--- src/indicator_map.vh ---
// Register offsets, field positions, reset values and timing counts of the indicator block
`ifndef INDICATOR_MAP_VH
`define INDICATOR_MAP_VH
// ----------------------------------------
// Register offsets (byte addresses)
// ----------------------------------------
`define OFS_FUNC_SEL 8'h10
`define OFS_POLARITY 8'h14
`define OFS_TIMER 8'h18
`define OFS_STATUS 8'h1c
// ----------------------------------------
// Field positions
// ----------------------------------------
`define FIRST_SEL_LSB 0
`define SECOND_SEL_LSB 4
`define THIRD_SEL_LSB 8
`define SECOND_POL_LSB 2
`define THIRD_POL_LSB 4
`define STRETCH_LSB 12
`define BLINK_LSB 8
// ----------------------------------------
// Reset values
// ----------------------------------------
`define RST_FUNC_SEL 16'h101e
`define RST_POLARITY 16'h4400
`define RST_TIMER 16'h4100
// ----------------------------------------
// Timing
// ----------------------------------------
`define CLOCK_HZ 25000000
`define TICK_MS 21
`define TICK_CYCLES ((`CLOCK_HZ / 1000) * `TICK_MS)
`endif

--- src/led_function_select.v ---
// Indicator function select, polarity and blink logic with AXI4-Lite registers
//
// Chosen here: the AXI4-Lite slave port.
`timescale 1ns/1ns
// Behaviour
// [RULE_01] Third code 0010: duplex on, collision blinks
// [RULE_02] Third 0110 10/1000 link, 0111 10 only
// [RULE_03] Third 0000 link, 0101 transmit
// [RULE_04] Second select bits 7:4; 0000 receive
// [RULE_05] Second 0010: link on, receive blinks
// [RULE_06] Second 0101 100/fiber, 0110 100/1000, 0111 100
// [RULE_07] Second select ignored when first is 11
// [RULE_08] 0001 link/blink, 0011 activity, 0100 blink activity
// [RULE_09] 1000 off, 1001 on, 1010 hi-z, 1011 blink
// [RULE_10] Software avoids reserved codes 11xx
// [RULE_11] Polarity picks on level, off level or tristate
// [RULE_12] Blink period 42 to 670 ms
// [RULE_13] Activity pulse stretch 000 off up to 2.7 s; code reaches 64 ticks, about 1.3 s, at most
// [RULE_14] State passes polarity stage; hi-z drops enable
`include "indicator_map.vh"
module led_function_select #(
  parameter TICK_CYCLES = `TICK_CYCLES
) (
  input wire clock,
  input wire srst,
  input wire [7:0] s_axi_awaddr,
  input wire s_axi_awvalid,
  output wire s_axi_awready,
  input wire [31:0] s_axi_wdata,
  input wire [3:0] s_axi_wstrb,
  input wire s_axi_wvalid,
  output wire s_axi_wready,
  output reg [1:0] s_axi_bresp,
  output reg s_axi_bvalid,
  input wire s_axi_bready,
  input wire [7:0] s_axi_araddr,
  input wire s_axi_arvalid,
  output wire s_axi_arready,
  output reg [31:0] s_axi_rdata,
  output reg [1:0] s_axi_rresp,
  output reg s_axi_rvalid,
  input wire s_axi_rready,
  input wire link_up,
  input wire full_duplex,
  input wire collision,
  input wire transmit,
  input wire receive,
  input wire fiber_link,
  input wire [1:0] link_speed,
  output reg second_indicator_pin,
  output reg second_indicator_oe,
  output reg third_indicator_pin,
  output reg third_indicator_oe
);
  // ----------------------------------------
  // Input synchronisers
  // ----------------------------------------
  reg [7:0] sync1, sync2, sync3;
  reg [7:0] status;
  wire [7:0] raw_in = {link_speed, fiber_link, receive, transmit, collision, full_duplex, link_up};
  genvar gi;
  generate
    for (gi = 0; gi < 8; gi = gi + 1) begin : g_sync
      always @(posedge clock) begin
        if (srst) begin
          sync1[gi] <= 1'b0;
          sync2[gi] <= 1'b0;
          sync3[gi] <= 1'b0;
          status[gi] <= 1'b0;
        end else begin
          sync1[gi] <= raw_in[gi];
          sync2[gi] <= sync1[gi];
          sync3[gi] <= sync2[gi];
          if (sync2[gi] == sync3[gi]) begin
            status[gi] <= sync3[gi];
          end
        end
      end
    end
  endgenerate
  wire s_link = status[0];
  wire s_fdx = status[1];
  wire s_col = status[2];
  wire s_tx = status[3];
  wire s_rx = status[4];
  wire s_fiber = status[5];
  wire [1:0] s_speed = status[7:6];
  // ----------------------------------------
  // Registers and AXI4-Lite slave
  // ----------------------------------------
  reg [15:0] func_sel, polarity, timer_ctl;
  reg aw_held, w_held;
  reg [7:0] aw_addr;
  reg [31:0] w_data;
  reg [3:0] w_strb;
  assign s_axi_awready = !aw_held && !s_axi_bvalid;
  assign s_axi_wready = !w_held && !s_axi_bvalid;
  assign s_axi_arready = !s_axi_rvalid;
  wire [7:0] wa = aw_held ? aw_addr : s_axi_awaddr;
  wire [31:0] wd = w_held ? w_data : s_axi_wdata;
  wire [3:0] ws = w_held ? w_strb : s_axi_wstrb;
  wire have_aw = aw_held || (s_axi_awvalid && s_axi_awready);
  wire have_w = w_held || (s_axi_wvalid && s_axi_wready);
  wire do_write = have_aw && have_w;
  function [15:0] merge;
    input [15:0] old;
    input [31:0] data;
    input [3:0] strb;
    begin
      merge = {strb[1] ? data[15:8] : old[15:8], strb[0] ? data[7:0] : old[7:0]};
    end
  endfunction
  always @(posedge clock) begin
    if (srst) begin
      func_sel <= `RST_FUNC_SEL;
      polarity <= `RST_POLARITY;
      timer_ctl <= `RST_TIMER;
      aw_held <= 1'b0;
      w_held <= 1'b0;
      aw_addr <= 8'h00;
      w_data <= 32'h00000000;
      w_strb <= 4'h0;
      s_axi_bvalid <= 1'b0;
      s_axi_bresp <= 2'h0;
    end else begin
      if (s_axi_bvalid && s_axi_bready) begin
        s_axi_bvalid <= 1'b0;
      end
      if (do_write) begin
        aw_held <= 1'b0;
        w_held <= 1'b0;
        s_axi_bvalid <= 1'b1;
        s_axi_bresp <= 2'h0;
        case ({wa[7:2], 2'b00})
          `OFS_FUNC_SEL: func_sel <= merge(func_sel, wd, ws);
          `OFS_POLARITY: polarity <= merge(polarity, wd, ws);
          `OFS_TIMER: timer_ctl <= merge(timer_ctl, wd, ws);
          `OFS_STATUS: s_axi_bresp <= 2'h2;
          default: s_axi_bresp <= 2'h2;
        endcase
      end else begin
        if (s_axi_awvalid && s_axi_awready) begin
          aw_held <= 1'b1;
          aw_addr <= s_axi_awaddr;
        end
        if (s_axi_wvalid && s_axi_wready) begin
          w_held <= 1'b1;
          w_data <= s_axi_wdata;
          w_strb <= s_axi_wstrb;
        end
      end
    end
  end
  always @(posedge clock) begin
    if (srst) begin
      s_axi_rvalid <= 1'b0;
      s_axi_rdata <= 32'h00000000;
      s_axi_rresp <= 2'h0;
    end else if (s_axi_rvalid) begin
      if (s_axi_rready) begin
        s_axi_rvalid <= 1'b0;
      end
    end else if (s_axi_arvalid) begin
      s_axi_rvalid <= 1'b1;
      s_axi_rresp <= 2'h0;
      case ({s_axi_araddr[7:2], 2'b00})
        `OFS_FUNC_SEL: s_axi_rdata <= {16'h0000, func_sel};
        `OFS_POLARITY: s_axi_rdata <= {16'h0000, polarity};
        `OFS_TIMER: s_axi_rdata <= {16'h0000, timer_ctl};
        `OFS_STATUS: s_axi_rdata <= {20'h00000, third_indicator_oe, third_indicator_pin,
          second_indicator_oe, second_indicator_pin, status};
        default: begin
          s_axi_rdata <= 32'h00000000;
          s_axi_rresp <= 2'h2;
        end
      endcase
    end
  end
  // ----------------------------------------
  // Time base, blink and stretch
  // ----------------------------------------
  reg [19:0] tick_cnt;
  reg tick;
  reg [7:0] phase;
  always @(posedge clock) begin
    if (srst) begin
      tick_cnt <= 20'h00000;
      tick <= 1'b0;
      phase <= 8'h00;
    end else begin
      tick <= (tick_cnt == TICK_CYCLES - 1);
      if (tick_cnt == TICK_CYCLES - 1) begin
        tick_cnt <= 20'h00000;
        phase <= phase + 8'h01;
      end else begin
        tick_cnt <= tick_cnt + 20'h00001;
      end
    end
  end
  // Blink half period of 1,2,4,8,16 ticks gives 42..670 ms periods
  wire [2:0] blink_sel = timer_ctl[`BLINK_LSB+2:`BLINK_LSB];
  wire [2:0] blink_idx = (blink_sel > 3'h4) ? 3'h4 : blink_sel;
  wire blink = phase[blink_idx]; // [RULE_12]
  // Stretch length 1..64 ticks, from 21 ms up to 1.3 s windows
  wire [2:0] stretch_sel = timer_ctl[`STRETCH_LSB+2:`STRETCH_LSB];
  wire [7:0] stretch_len = 8'h01 << (stretch_sel - 3'h1);
  reg [7:0] act_cnt, rx_cnt, col_cnt;
  wire s_act = s_tx || s_rx;
  always @(posedge clock) begin
    if (srst) begin
      act_cnt <= 8'h00;
      rx_cnt <= 8'h00;
      col_cnt <= 8'h00;
    end else begin
      act_cnt <= s_act ? stretch_len : ((tick && act_cnt != 8'h00) ? act_cnt - 8'h01 : act_cnt);
      rx_cnt <= s_rx ? stretch_len : ((tick && rx_cnt != 8'h00) ? rx_cnt - 8'h01 : rx_cnt);
      col_cnt <= s_col ? stretch_len : ((tick && col_cnt != 8'h00) ? col_cnt - 8'h01 : col_cnt);
    end
  end
  wire no_stretch = (stretch_sel == 3'h0); // [RULE_13]
  wire act = no_stretch ? s_act : (s_act || act_cnt != 8'h00);
  wire rxa = no_stretch ? s_rx : (s_rx || rx_cnt != 8'h00);
  wire cola = no_stretch ? s_col : (s_col || col_cnt != 8'h00);
  // ----------------------------------------
  // Function decode: {hiz, lit}
  // ----------------------------------------
  wire [3:0] sel2 = func_sel[`SECOND_SEL_LSB+3:`SECOND_SEL_LSB];
  wire [3:0] sel3 = func_sel[`THIRD_SEL_LSB+3:`THIRD_SEL_LSB];
  wire [1:0] first_sel = func_sel[`FIRST_SEL_LSB+3:`FIRST_SEL_LSB+2];
  reg lit2, hiz2, lit3, hiz3;
  always @* begin
    hiz2 = 1'b0;
    case (sel2)
      4'h0: lit2 = s_rx; // [RULE_04]
      4'h1: lit2 = s_link && !(act && blink); // [RULE_08]
      4'h2: lit2 = s_link && !(rxa && blink); // [RULE_05]
      4'h3: lit2 = act; // [RULE_08]
      4'h4: lit2 = act && blink; // [RULE_08]
      4'h5: lit2 = s_link && (s_speed == 2'h1 || s_fiber); // [RULE_06]
      4'h6: lit2 = s_link && (s_speed == 2'h1 || s_speed == 2'h2); // [RULE_06]
      4'h7: lit2 = s_link && s_speed == 2'h1; // [RULE_06]
      4'h9: lit2 = 1'b1; // [RULE_09]
      4'ha: begin
        lit2 = 1'b0;
        hiz2 = 1'b1; // [RULE_09]
      end
      4'hb: lit2 = blink; // [RULE_09]
      default: lit2 = 1'b0;
    endcase
    if (first_sel == 2'h3) begin
      lit2 = 1'b0; // [RULE_07]
      hiz2 = 1'b0;
    end
  end
  always @* begin
    hiz3 = 1'b0;
    case (sel3)
      4'h0: lit3 = s_link; // [RULE_03]
      4'h1: lit3 = s_link && !(act && blink); // [RULE_08]
      4'h2: lit3 = s_fdx ? 1'b1 : (cola && blink); // [RULE_01]
      4'h3: lit3 = act; // [RULE_08]
      4'h4: lit3 = act && blink; // [RULE_08]
      4'h5: lit3 = s_tx; // [RULE_03]
      4'h6: lit3 = s_link && (s_speed == 2'h0 || s_speed == 2'h2); // [RULE_02]
      4'h7: lit3 = s_link && s_speed == 2'h0; // [RULE_02]
      4'h9: lit3 = 1'b1; // [RULE_09]
      4'ha: begin
        lit3 = 1'b0;
        hiz3 = 1'b1; // [RULE_09]
      end
      4'hb: lit3 = blink; // [RULE_09]
      default: lit3 = 1'b0;
    endcase
  end
  // ----------------------------------------
  // Polarity stage and pins
  // ----------------------------------------
  wire [1:0] second_indicator_polarity = polarity[`SECOND_POL_LSB+1:`SECOND_POL_LSB];
  wire [1:0] pol3 = polarity[`THIRD_POL_LSB+1:`THIRD_POL_LSB];
  always @(posedge clock) begin
    if (srst) begin
      second_indicator_pin <= 1'b0;
      second_indicator_oe <= 1'b0;
      third_indicator_pin <= 1'b0;
      third_indicator_oe <= 1'b0;
    end else begin
      second_indicator_pin <= second_indicator_polarity[0] ~^ lit2; // [RULE_11]
      second_indicator_oe <= !hiz2 && (lit2 || !second_indicator_polarity[1]); // [RULE_14]
      third_indicator_pin <= pol3[0] ~^ lit3; // [RULE_11]
      third_indicator_oe <= !hiz3 && (lit3 || !pol3[1]); // [RULE_14]
    end
  end
endmodule

--- config.mk ---
export PLATFORM = sky130hd
export DESIGN_NAME = led_function_select
export DESIGN_NICKNAME = d
export VERILOG_FILES = /design/src/led_function_select.v
export VERILOG_INCLUDE_DIRS = /design/src
export SDC_FILE = /design/constraint.sdc
export NUM_CORES = 1
export LEC_CHECK = 0
export ABC_CLOCK_PERIOD_IN_PS = 2360
export BUFFER_PORTS_ARGS = -buffer_cell sky130_fd_sc_hd__buf_2
export CORE_MARGIN = 8
export CORE_UTILIZATION = 52
export CTS_CLUSTER_SIZE = 24
export DETAILED_ROUTE_END_ITERATION = 10
export MAX_ROUTING_LAYER = met4
export PLACE_DENSITY = 0.76
export SLEW_MARGIN = 20
export SYNTH_ARGS = -nofsm -noshare
export SYNTH_HDL_FRONTEND = slang
export SYNTH_SLANG_ARGS = --single-unit
--- constraint.sdc ---
create_clock -name clock -period 2.36 [get_ports clock]
set_input_delay 0.236 -clock clock [delete_from_list [all_inputs] [get_ports clock]]
set_output_delay 0.236 -clock clock [all_outputs]
set_load 0.05 [all_outputs]
# After elaboration in Yosys (flattened, before gate mapping)
# Cells that the tools add are included.
dict set report op_classes {
  muxes 30
  mul 0
  n_lt_le_gt_ge 2
  n_shift 1
  add_sub_neg 6
  bitwise 4
  n_reduce_logical 66
  n_eq_ne 39
  div 0
}
# op n
set op_table {}
lappend op_table {{16-bit one-hot mux with 4 select lines} 1}
lappend op_table {{8-bit 2-to-1 mux} 7}
lappend op_table {{6-bit by 3-bit equality test with 1-bit output (second input constant)} 7}
lappend op_table {{4-bit by 3-bit equality test with 1-bit output (second input constant)} 8}
lappend op_table {{4-bit equality test (second input constant)} 6}
lappend op_table {{8-bit nonzero test} 3}
lappend op_table {{8-bit by 1-bit subtractor with 8-bit output (second input constant)} 3}
lappend op_table {{1-bit logical AND} 21}
lappend op_table {{20-bit by 1-bit adder with 20-bit output (second input constant)} 1}
lappend op_table {{20-bit equality test (second input constant)} 1}
lappend op_table {{1-bit one-hot mux with 10 select lines} 2}
lappend op_table {{3-bit AND reduction} 6}
lappend op_table {{4-bit by 2-bit equality test with 1-bit output (second input constant)} 4}
lappend op_table {{16-bit 2-to-1 mux} 1}
lappend op_table {{1-bit 2-to-1 mux} 14}
lappend op_table {{1-bit logical OR} 11}
lappend op_table {{1-bit zero test} 10}
lappend op_table {{8-bit by 1-bit adder with 8-bit output (second input constant)} 1}
lappend op_table {{1-bit equality test} 8}
lappend op_table {{4-bit by 1-bit equality test with 1-bit output (second input constant)} 2}
lappend op_table {{4-bit zero test} 2}
lappend op_table {{2-bit nonzero test} 4}
lappend op_table {{1-bit by 3-bit << shifter with 8-bit output (first input constant)} 1}
lappend op_table {{2-bit 2-to-1 mux} 3}
lappend op_table {{15 further kinds} 21}
dict set report totals {
  latch_bits 0
  ram_bits 0
  reg_bits 203
  romBits 0
  memories 0
  output_inout_bits 45
  input_bits 67
  elab_cells 206
}

# Logic depth before layout (Yosys ltp)
# Gate-level depths: netlist of the first run.
dict set report logic_depth {
  ltp_word 11
  depth_mapped 8
  ltp_nobuf 8
}

# Least setup slack after synthesis of the first run
# Ideal clock, no wire load.
dict set report synth_path {
  path_type {register to register}
  from {reg s_axi_rvalid}
  to {reg s_axi_rdata[10]}
  arrival_ps 2173
  setup_time_ps 66
  n_path_buf 1
  setup_slack_ps 121
  t_required_ps 2294
  path_stages_with_launch 7
  period_less_slack_ps 2239
  path_cell_list {dfxtp_1 inv_1 nand2_1 nor4_2 clkbuf_1 a22oi_1 nor2_1}
}
dict set report synth_between {
  elab_chain_len 2
}
# item line
set synth_lines {}
lappend synth_lines {{from (decl)} led_function_select.v:41} ;# output reg s_axi_rvalid,
lappend synth_lines {{from (signal assigned)} led_function_select.v:156} ;# s_axi_rvalid <= 1'b0;
lappend synth_lines {{from (signal assigned)} led_function_select.v:161} ;# s_axi_rvalid <= 1'b0;
lappend synth_lines {{from (signal assigned)} led_function_select.v:164} ;# s_axi_rvalid <= 1'b1;
lappend synth_lines {{1-bit inverter (no source line)} n/a}
lappend synth_lines {{2-bit AND reduction (no source line)} n/a}
lappend synth_lines {{to (signal assigned)} led_function_select.v:167} ;# `OFS_FUNC_SEL: s_axi_rdata <= {16'h0000, func_sel};
lappend synth_lines {{to (signal assigned)} led_function_select.v:168} ;# `OFS_POLARITY: s_axi_rdata <= {16'h0000, polarity};
lappend synth_lines {{to (signal assigned)} led_function_select.v:169} ;# `OFS_TIMER: s_axi_rdata <= {16'h0000, timer_ctl};
lappend synth_lines {{to (decl)} led_function_select.v:39} ;# output reg [31:0] s_axi_rdata,
# Every way passes these cells.
# A chain may end at the register's enable or synchronous reset.

# Worst setup path in the final report of the first run
dict set report layout_path {
  from {reg act_cnt[0]}
  to {reg second_indicator_pin}
}
dict set report layout_between {
  elab_chain_len 9
}
# item line
set layout_lines {}
lappend layout_lines {{from (decl)} led_function_select.v:207} ;# reg [7:0] act_cnt, rx_cnt, col_cnt;
lappend layout_lines {{from (signal assigned)} led_function_select.v:215} ;# act_cnt <= s_act ? stretch_len : ((tick && act_cnt != 8'h00) ? act_cnt - 8'h01 : act_cnt);
lappend layout_lines {{8-bit nonzero test (*)} led_function_select.v:221} ;# wire act = no_stretch ? s_act : (s_act || act_cnt != 8'h00);
lappend layout_lines {{1-bit logical OR (*)} led_function_select.v:221}
lappend layout_lines {{1-bit 2-to-1 mux (*)} led_function_select.v:221}
lappend layout_lines {{1-bit logical AND} {led_function_select.v:235, led_function_select.v:238}}
lappend layout_lines {{1-bit zero test} led_function_select.v:235} ;# 4'h1: lit2 = s_link && !(act && blink);
lappend layout_lines {{1-bit logical AND} led_function_select.v:235}
lappend layout_lines {{1-bit one-hot mux with 10 select lines (*)} led_function_select.v:233} ;# case (sel2)
lappend layout_lines {{1-bit 2-to-1 mux (*)} led_function_select.v:250} ;# if (first_sel == 2'h3) begin
lappend layout_lines {{1-bit bitwise XNOR (*)} led_function_select.v:287} ;# second_indicator_pin <= second_indicator_polarity[0] ~^ lit2;
lappend layout_lines {{to (signal assigned)} led_function_select.v:287}
lappend layout_lines {{to (decl)} led_function_select.v:50} ;# output reg second_indicator_pin,
# Mark *: on every way between the ends. The rest lies on a longest branch, timed or not.

==> results of run 1 <==
[worst max-delay path, cell delays in order (launching register included)]
cell and delay, ps:
dfxtp_1 340, inv_1 80, ha_1 200, nor3b_2 160, a21oi_2 190, o211ai_2 120
a311o_1 370, a2111oi_4 410, mux2_4 330
[cells in the final DEF, fill, tap and decap left out, drive strengths merged, types with 9 or more instances in the layout]
cell type and n:
nand3 21, buf 102, or2 12, mux2i 40, xor2 17, nor2b 37, inv 17, mux2 9
a22oi 16, xnor2 23, a21oi 58, nor2 131, conb 18, clkbuf 20, dfxtp 180, nand2 79
o21ai 17, a211oi 40, nand3b 11, mux4 12
[final cells by class]
cell class              instances  share of cell area
well taps                     211              0.0282
inverters                      13             0.00521
repair buffers                108              0.0694
clock buffers                  20              0.0487
clock inverters                12              0.0128
flip-flops and latches        180               0.385
multi-input cells             649               0.451
[metal layers]
layer / vias up / track usage / routed length (um)
li1: 3230 / - / -
met1: 3073 / 0.237 / 8480
met2: 167 / 0.296 / 8520
met3: 22 / 0.0449 / 1050
met4: 0 / 0.0667 / 280
met5: - / - / 0
[state kept, by name, summed over array words and instances (netlist names), 2 cells and up]
name	cells
rx_cnt	8
sync3	8
s_speed	2
sync1	8
col_cnt	8
act_cnt	8
w_strb	2
w_data	16
polarity	16
aw_addr	6
sync2	8
s_axi_rdata	16
phase	5
timer_ctl	16
tick_cnt	20
func_sel	16
[metrics by stage]
step / instance area, um^2 / power (mW) / hold slack (ps)
final: 9370 / 6.47 / 18.0
after CTS: 9350 / 6.51 / 3.06
after detailed placement: 8710 / 3.76 / 424
after global placement: 8710 / 3.75 / 419
after global routing: 9370 / 6.69 / 14.3
after floorplan: 8210 / 3.63 / 336
[worst max path at each step]
stage / end / depth (start not counted)
floorplan: s_axi_rdata[10]$_SDFFE_PP0P_ / 6
global placement: second_indicator_pin$_SDFF_PP0_ / 8
detailed placement: second_indicator_pin$_SDFF_PP0_ / 8
CTS: second_indicator_pin$_SDFF_PP0_ / 8
global route: second_indicator_pin$_SDFF_PP0_ / 8
finish: second_indicator_pin$_SDFF_PP0_ / 8
[what timing repair did]
item | 4_1_cts | 5_1_grt
endpoints found under the setup margin | 0 | 3
hold buffers | 6 | 0
resized for setup | 0 | 3
endpoints found under the hold margin | 6 | 0
setup buffers | 0 | 1
[cell families (layout without fill, tap and decap cells)]
logic type	count (synthesis)	after routing	share of synthesized area
fa+ha+maj	8	8	0.0123
flops	180	180	0.442
compound gates	164	164	0.137
simple gates	358	358	0.221
mux	61	61	0.0957
xor+xnor	40	40	0.0430
buf+inv	79	153	0.0488
other cells	1	18	0.000460
[where the power goes]
part | total (mW) | switching (mW) | internal, mW
Clock | 2.76 | 1.24 | 1.53
Combinational | 0.560 | 0.373 | 0.187
Sequential | 3.15 | 0.0461 | 3.10
Total | 6.47 | 1.65 | 4.81
==> run_results.csv, run 1 <==
group,metric,value,unit
critical_path,r2r_cells,8,
floorplan,pin_count,112,
synthesis,async_flop_share,0,
critical_path,crit_arrival,2630,ps
finish,post-route-util,0.614,
drt,drt_iter0_drc,459,
critical_path,start_kind,"flop",
placement,dp.cells,1154,
sta,setup_viol,0,
drt,firstDrtPassIters,5,
synthesis,ys_seq_area_frac,0.442,
clock_tree,clkTransAtPathRegs,70,ps
synthesis,ys_seq_elements,180,
floorplan,die_w,141,um
min_path,min_from,"link_up",
synthesis,synth_area,8150,um^2
critical_path,r2r-end,"second_indicator_pin$_SDFF_PP0_",
critical_path,cp-startpoint,"act_cnt[0]$_SDFFE_PP0P_",
global_route,grt_max_degree,47,
synthesis,netlist_instances,891,
floorplan,dieHeight,141,um
critical_path,critPathRequiredTime,2680,ps
synthesis,syn_avg_cell_area,9.14,um^2
sta,timing.final.hold_violations,0,
clock_tree,cts_buffers,17,
outcome,status,"completed",
synthesis,ys_warn_count,0,
global_route,overflow,0,
clock_tree,htreeDepth,4,
critical_path,critPathKind,"reg2reg",
placement,preCtsSetupSlack,56.8,ps
sta,worst_slew_pin_slew,658,ps
finish,final_cells,1193,
synthesis,synth.most_common_cell,"dfxtp_1",
drt,finalWirelength,18300,um
synthesis,synth_ff_type,"dfxtp_1",
sta,finalCriticalPeriod,2310,ps
sta,rsz0062_at_grt,"false",
critical_path,end_kind,"flop",
global_route,antenna_found_initial,0,
critical_path,worstPathMaxFanout,3,
synthesis,ys_types,69,
drt,drcViolationCount,0,
placement,dp_hpwl,12800,um
clock_tree,cts.sinks,180,
placement,gp_congestion,0.849,
finish,nets,1044,
global_route,grt_pass1_vias,6121,
finish,seq_area,3600,um^2
clock_tree,clk_root_buffer_cell,"clkbuf_16",
finish,drive_above_1_share,0.187,
power_and_ir_drop,ir_drop,0.568,mV
finish,multi_input_area,4230,um^2
power_and_ir_drop,power_density,690,nW/um^2
placement,portBuffers,71,
floorplan,core,15300,um^2
finish,n_fill_cell,1294,
finish,areaGrowthSynthToFinish,15.0,%
synthesis,synth_top_area_share,0.442,
floorplan,start_util,0.534,
min_path,hp-class,"in2reg",
clock_tree,cts.path.max_buffers,2,
sta,fin_tns_setup,0,ps
sta,fin_ws,53.8,ps
floorplan,die_area,19900,um^2
critical_path,rr_startpoint,"act_cnt[0]$_SDFFE_PP0P_",
sta,final.period_utilization,0.977,
drt,via_per_inst,5.44,
global_route,track_usage,0.190,
global_route,grt_first_pass_wirelength,30000,um
drt,ant_nets,0,
min_path,min_path_cells,2,
run,drv_cap,0,
synthesis,synth_common_cells,"180 x dfxtp_1, 131 x nor2_1, 79 x nand2_1",
synthesis,synth-edff-count,0,
finish,n_antenna_cell,0,
power_and_ir_drop,leakagePower,3.56,nW
critical_path,r2r_setup_slack,50,ps
sta,max_freq,0.434,GHz
floorplan,rows,45,
clock_tree,cts_tree,"built",
sta,drv_slew,0,
drt,vias,6492,
sta,relSlewSlack,0.560,
sta,fin_skew,4.29,ps
min_path,min_to,"sync1[0]$_SDFF_PP0_",
drt,wl_per_cell,15.4,um
clock_tree,clk_latency,430,ps
synthesis,synth_area_leaders,"dfxtp_1 44%, nor2_1 6.0%, mux2i_1 4.9%",
synthesis,yosysTopAreaCell,"dfxtp_1",
Power figures use the tool's default switching activity.
==> inputs of run 2 (changes only) <==
--- a/config.mk
+++ b/config.mk
@@ -8,11 +8,10 @@
 export LEC_CHECK = 0
 export ABC_CLOCK_PERIOD_IN_PS = 2360
 export BUFFER_PORTS_ARGS = -buffer_cell sky130_fd_sc_hd__buf_2
-export CORE_MARGIN = 8
+export CORE_MARGIN = 3
 export CORE_UTILIZATION = 52
 export CTS_CLUSTER_SIZE = 24
 export DETAILED_ROUTE_END_ITERATION = 10
-export MAX_ROUTING_LAYER = met4
 export PLACE_DENSITY = 0.76
 export SLEW_MARGIN = 20
 export SYNTH_ARGS = -nofsm -noshare
==> run_results.csv, run 2 (synthesized netlist as in run 1, its figures left out) <==
group,metric,value,unit
drt,vias,6469,
finish,multi_input_area,4220,um^2
finish,layout_commonest_cell,"dfxtp_1",
placement,dp_hpwl,12300,um
clock_tree,cts.path.max_buffers,2,
power_and_ir_drop,power_frac_clock,0.450,
finish,nets,1044,
global_route,overflow,0,
floorplan,pin_count,112,
sta,finalCriticalPeriod,2340,ps
power_and_ir_drop,switching_share,0.242,
power_and_ir_drop,leakagePower,3.60,nW
sta,fin_skew,10.5,ps
finish,areaGrowthSynthToFinish,15.8,%
clock_tree,clkTransAtPathRegs,70,ps
finish,final_cells,1193,
power_and_ir_drop,p_comb_frac,0.084,
finish,top_register,"tick_cnt",
floorplan,start_util,0.534,
clock_tree,cts.sinks,180,
drt,via_per_inst,5.42,
drt,drt_iter0_drc,518,
finish,drive_above_1_share,0.190,
critical_path,crit_arrival,2690,ps
sta,timing.final.hold_violations,0,
finish,seq_area,3600,um^2
critical_path,start_kind,"flop",
clock_tree,cts_buffers,17,
power_and_ir_drop,p_seq_frac,0.466,
floorplan,rows,45,
drt,ant_nets,0,
power_and_ir_drop,p_int,5.10,mW
clock_tree,cts_tree,"built",
drt,finalWirelength,17900,um
finish,post-route-util,0.618,
finish,n_antenna_cell,0,
power_and_ir_drop,p_sw,1.63,mW
global_route,grt_max_degree,80,
sta,rsz0062_at_grt,"true",
drt,drcViolationCount,0,
floorplan,dieHeight,131,um
global_route,antenna_found_initial,0,
finish,design_area,9430,um^2
drt,wl_per_cell,15.0,um
floorplan,core,15300,um^2
critical_path,critPathKind,"reg2reg",
sta,max_freq,0.427,GHz
outcome,status,"completed",
sta,relSlewSlack,0.584,
min_path,min_path_cells,2,
placement,portBuffers,71,
power_and_ir_drop,power_density,714,nW/um^2
critical_path,end_kind,"flop",
placement,dp.cells,1154,
placement,gp_congestion,0.893,
clock_tree,clk_root_buffer_cell,"clkbuf_16",
power_and_ir_drop,ir_drop,0.494,mV
sta,drv_slew,0,
global_route,grt_first_pass_wirelength,29300,um
finish,final_cell_mix,"180 x dfxtp_1, 131 x nor2_1, 79 x nand2_1",
clock_tree,clk_latency,430,ps
sta,setup_viol,0,
critical_path,critPathRequiredTime,2710,ps
critical_path,r2r_cells,9,
sta,final.period_utilization,0.991,
global_route,grt_pass1_vias,6005,
drt,firstDrtPassIters,9,
sta,worst_slew_pin_slew,623,ps
floorplan,die_area,17200,um^2
critical_path,worstPathMaxFanout,4,
floorplan,die_w,131,um
placement,placed_cell_area,8720,um^2
run,drv_cap,0,
sta,fin_tns_setup,0,ps
clock_tree,htreeDepth,4,
global_route,track_usage,0.205,
finish,n_fill_cell,1318,
min_path,hp-class,"in2reg",
finish,largest_register_ffs,20,
sta,holdWs,16.2,ps
==> run 2: repair_timing <==
action                                  CTS  global route
hold endpoints to repair                  3             0
hold buffers                              3             0
resized for setup                         1             1
pin swaps                                 0             4
endpoints found under the setup margin    1             3
setup buffers                             0             4
==> run 2: critical path: stages, from the launching register on <==
cell and delay [ps]:
dfxtp_1 310, inv_1 110, ha_1 170, nor3b_2 230, a21oi_2 130, buf_4 160
a221oi_1 320, a2111oi_2 160, or4_1 500, a21oi_1 170
==> run 2: final timing paths <==
kind | from | to | slack (ps)
setup / recovery | act_cnt[0]$_SDFFE_PP0P_ | third_indicator_pin$_SDFF_PP0_ | 20
hold / removal | link_speed[0] | sync1[6]$_SDFF_PP0_ | 20
setup reg to reg | act_cnt[0]$_SDFFE_PP0P_ | third_indicator_pin$_SDFF_PP0_ | 20
hold reg to reg | sync1[3]$_SDFF_PP0_ | sync2[3]$_SDFF_PP0_ | 440
==> run 2: power by group through the flow <==
stage / combinational, mW / clock [mW] / sequential (mW)
2_1_floorplan: 0.394 / 0 / 3.24
3_3_place_gp: 0.553 / 0 / 3.21
3_5_place_dp: 0.557 / 0 / 3.21
4_1_cts: 0.563 / 3.07 / 3.14
5_1_grt: 0.614 / 3.21 / 3.15
6_report: 0.566 / 3.03 / 3.14
==> run 2: stage by stage <==
stage / power [mW] / worst slack [ps]
2_1_floorplan: 3.63 / 121
3_3_place_gp: 3.76 / 70.7
3_5_place_dp: 3.77 / -31.1
4_1_cts: 6.77 / 4.58
5_1_grt: 6.97 / -60.1
6_report: 6.73 / 20.3
==> run 2: area by class of cell <==
class                   instances  share of cell area
multi-input cells             649               0.447
flip-flops and latches        180               0.382
repair buffers                108              0.0695
clock buffers                  18              0.0466
well taps                     211              0.0280
clock inverters                14              0.0212
inverters                      13             0.00517
==> run 2: metal layers <==
metal,global-route usage,wire [um]
met1,0.284,8500
met2,0.324,8140
met3,0.0436,912
met4,0.0653,303
met5,0,0
==> inputs of run 3 (changes only) <==
--- a/config.mk
+++ b/config.mk
@@ -8,11 +8,14 @@
 export LEC_CHECK = 0
 export ABC_CLOCK_PERIOD_IN_PS = 2360
 export BUFFER_PORTS_ARGS = -buffer_cell sky130_fd_sc_hd__buf_2
+export CELL_PAD_IN_SITES_DETAIL_PLACEMENT = 1
+export CELL_PAD_IN_SITES_GLOBAL_PLACEMENT = 1
+export CORE_ASPECT_RATIO = 1.4
 export CORE_MARGIN = 3
-export CORE_UTILIZATION = 52
+export CORE_UTILIZATION = 40
 export CTS_CLUSTER_SIZE = 24
 export DETAILED_ROUTE_END_ITERATION = 10
-export PLACE_DENSITY = 0.76
+export PLACE_DENSITY_LB_ADDON = 0.1
 export SLEW_MARGIN = 20
 export SYNTH_ARGS = -nofsm -noshare
 export SYNTH_HDL_FRONTEND = slang
==> run_results.csv, run 3 (synthesized netlist as in run 1, its figures left out) <==
group,metric,value,unit
finish,n_antenna_cell,0,
sta,finalCriticalPeriod,2270,ps
sta,holdWs,26.0,ps
critical_path,critPathKind,"reg2reg",
floorplan,pin_count,112,
drt,vias,6599,
finish,nets,1038,
floorplan,core,19900,um^2
clock_tree,clk_latency,420,ps
critical_path,crit_arrival,2580,ps
sta,timing.final.hold_violations,0,
sta,max_freq,0.441,GHz
run,drv_cap,0,
sta,final.period_utilization,0.961,
sta,setup_viol,0,
drt,wl_per_cell,17.8,um
global_route,antenna_found_initial,0,
floorplan,die_w,127,um
drt,drcViolationCount,0,
floorplan,rows,61,
clock_tree,cts_setup_buffers,0,
placement,dp_hpwl,16100,um
sta,fin_skew,9.84,ps
critical_path,start_kind,"flop",
clock_tree,clkTransAtPathRegs,70,ps
finish,largest_register_ffs,20,
floorplan,die_area,22100,um^2
placement,portBuffers,71,
finish,areaGrowthSynthToFinish,16.7,%
floorplan,dieHeight,175,um
global_route,grt_max_degree,60,
global_route,overflow,0,
placement,preCtsSetupSlack,-9.97,ps
finish,top_register,"tick_cnt",
clock_tree,cts_buffers,17,
sta,relSlewSlack,0.463,
critical_path,worstPathMaxFanout,3,
clock_tree,clk_root_buffer_cell,"clkbuf_16",
power_and_ir_drop,ir_drop,0.429,mV
outcome,status,"completed",
drt,firstDrtPassIters,4,
global_route,track_usage,0.199,
placement,gp_congestion,0.883,
finish,drive_above_1_share,0.192,
global_route,grt_first_pass_wirelength,35700,um
clock_tree,cts.sinks,180,
critical_path,end_kind,"flop",
finish,post-route-util,0.477,
drt,finalWirelength,21800,um
drt,drt_iter0_drc,306,
placement,placed_cell_area,8780,um^2
clock_tree,htreeDepth,4,
finish,layout_commonest_cell,"dfxtp_1",
floorplan,start_util,0.409,
clock_tree,cts.path.max_buffers,2,
power_and_ir_drop,power_density,723,nW/um^2
min_path,hp-class,"in2reg",
critical_path,critPathRequiredTime,2680,ps
power_and_ir_drop,leakagePower,3.61,nW
sta,fin_ws,90.9,ps
clock_tree,cts_tree,"built",
sta,worst_slew_pin_slew,803,ps
drt,via_per_inst,5.37,
finish,design_area,9510,um^2
finish,final_cell_mix,"180 x dfxtp_1, 131 x nor2_1, 79 x nand2_1",
sta,fin_tns_setup,0,ps
global_route,grt_pass1_vias,6952,
sta,drv_slew,0,
drt,ant_nets,0,
-- run 3: cell types whose count changed in the layout (fill, tap and decap cells not counted), sizes merged --
cell	change
bufinv	+1
dlygate4sd3	-2
clkinv	-2
clkinvlp	-2
clkbuf	+3
buf	-4
-- run 3: timing repair --
action,4_1_cts,5_1_grt
gates resized for setup,1,8
hold endpoints to repair,1,0
hold buffers,1,0
pin swaps,0,1
setup endpoints to repair,1,7
-- run 3: per-stage QoR --
step	total power [mW]	instances
after floorplan	3.63	908
after global placement	3.76	1195
after detailed placement	3.78	1195
after CTS	6.97	1228
after global routing	7.14	1228
final	6.88	1228
-- run 3: where the power goes --
| group | switching [mW] | total, mW | internal, mW |
|---|---|---|---|
| clock network | 1.19 | 3.17 | 1.97 |
| logic | 0.383 | 0.565 | 0.182 |
| registers | 0.0450 | 3.15 | 3.10 |
-- run 3: final timing paths --
kind | startpoint | endpoint | slack (ps) | depth (start not counted)
setup reg to reg | act_cnt[1]$_SDFFE_PP0P_ | second_indicator_pin$_SDFF_PP0_ | 90 | 8
hold reg to reg | sync1[3]$_SDFF_PP0_ | sync2[3]$_SDFF_PP0_ | 440 | 1
setup / recovery | act_cnt[1]$_SDFFE_PP0P_ | second_indicator_pin$_SDFF_PP0_ | 90 | 8
hold / removal | link_speed[1] | sync1[7]$_SDFF_PP0_ | 30 | 2
-- run 3: cell type report --
type	count	area, um^2
Fill cell	2292	10400
Multi-Input combinational cell	649	4260
Sequential cell	180	3600
Timing Repair Buffer	102	618
Clock buffer	21	470
Tap cell	252	315
Clock inverter	11	194
Inverter	13	48.8
-- run 3: critical path: stages (launching register included) --
cell       delay [ps]
dfxtp_1           360
inv_1              70
ha_1              190
nor3b_4           160
a21oi_2           180
o211ai_2          120
a311o_1           380
a2111oi_4         360
mux2_4            330
-- run 3: per-layer routing --
layer,track usage,vias up,part of all wire
li1,-,3221,-
met1,0.228,3247,0.41
met2,0.375,103,0.54
met3,0.0373,28,0.028
met4,0.0537,0,0.019
met5,0,-,0
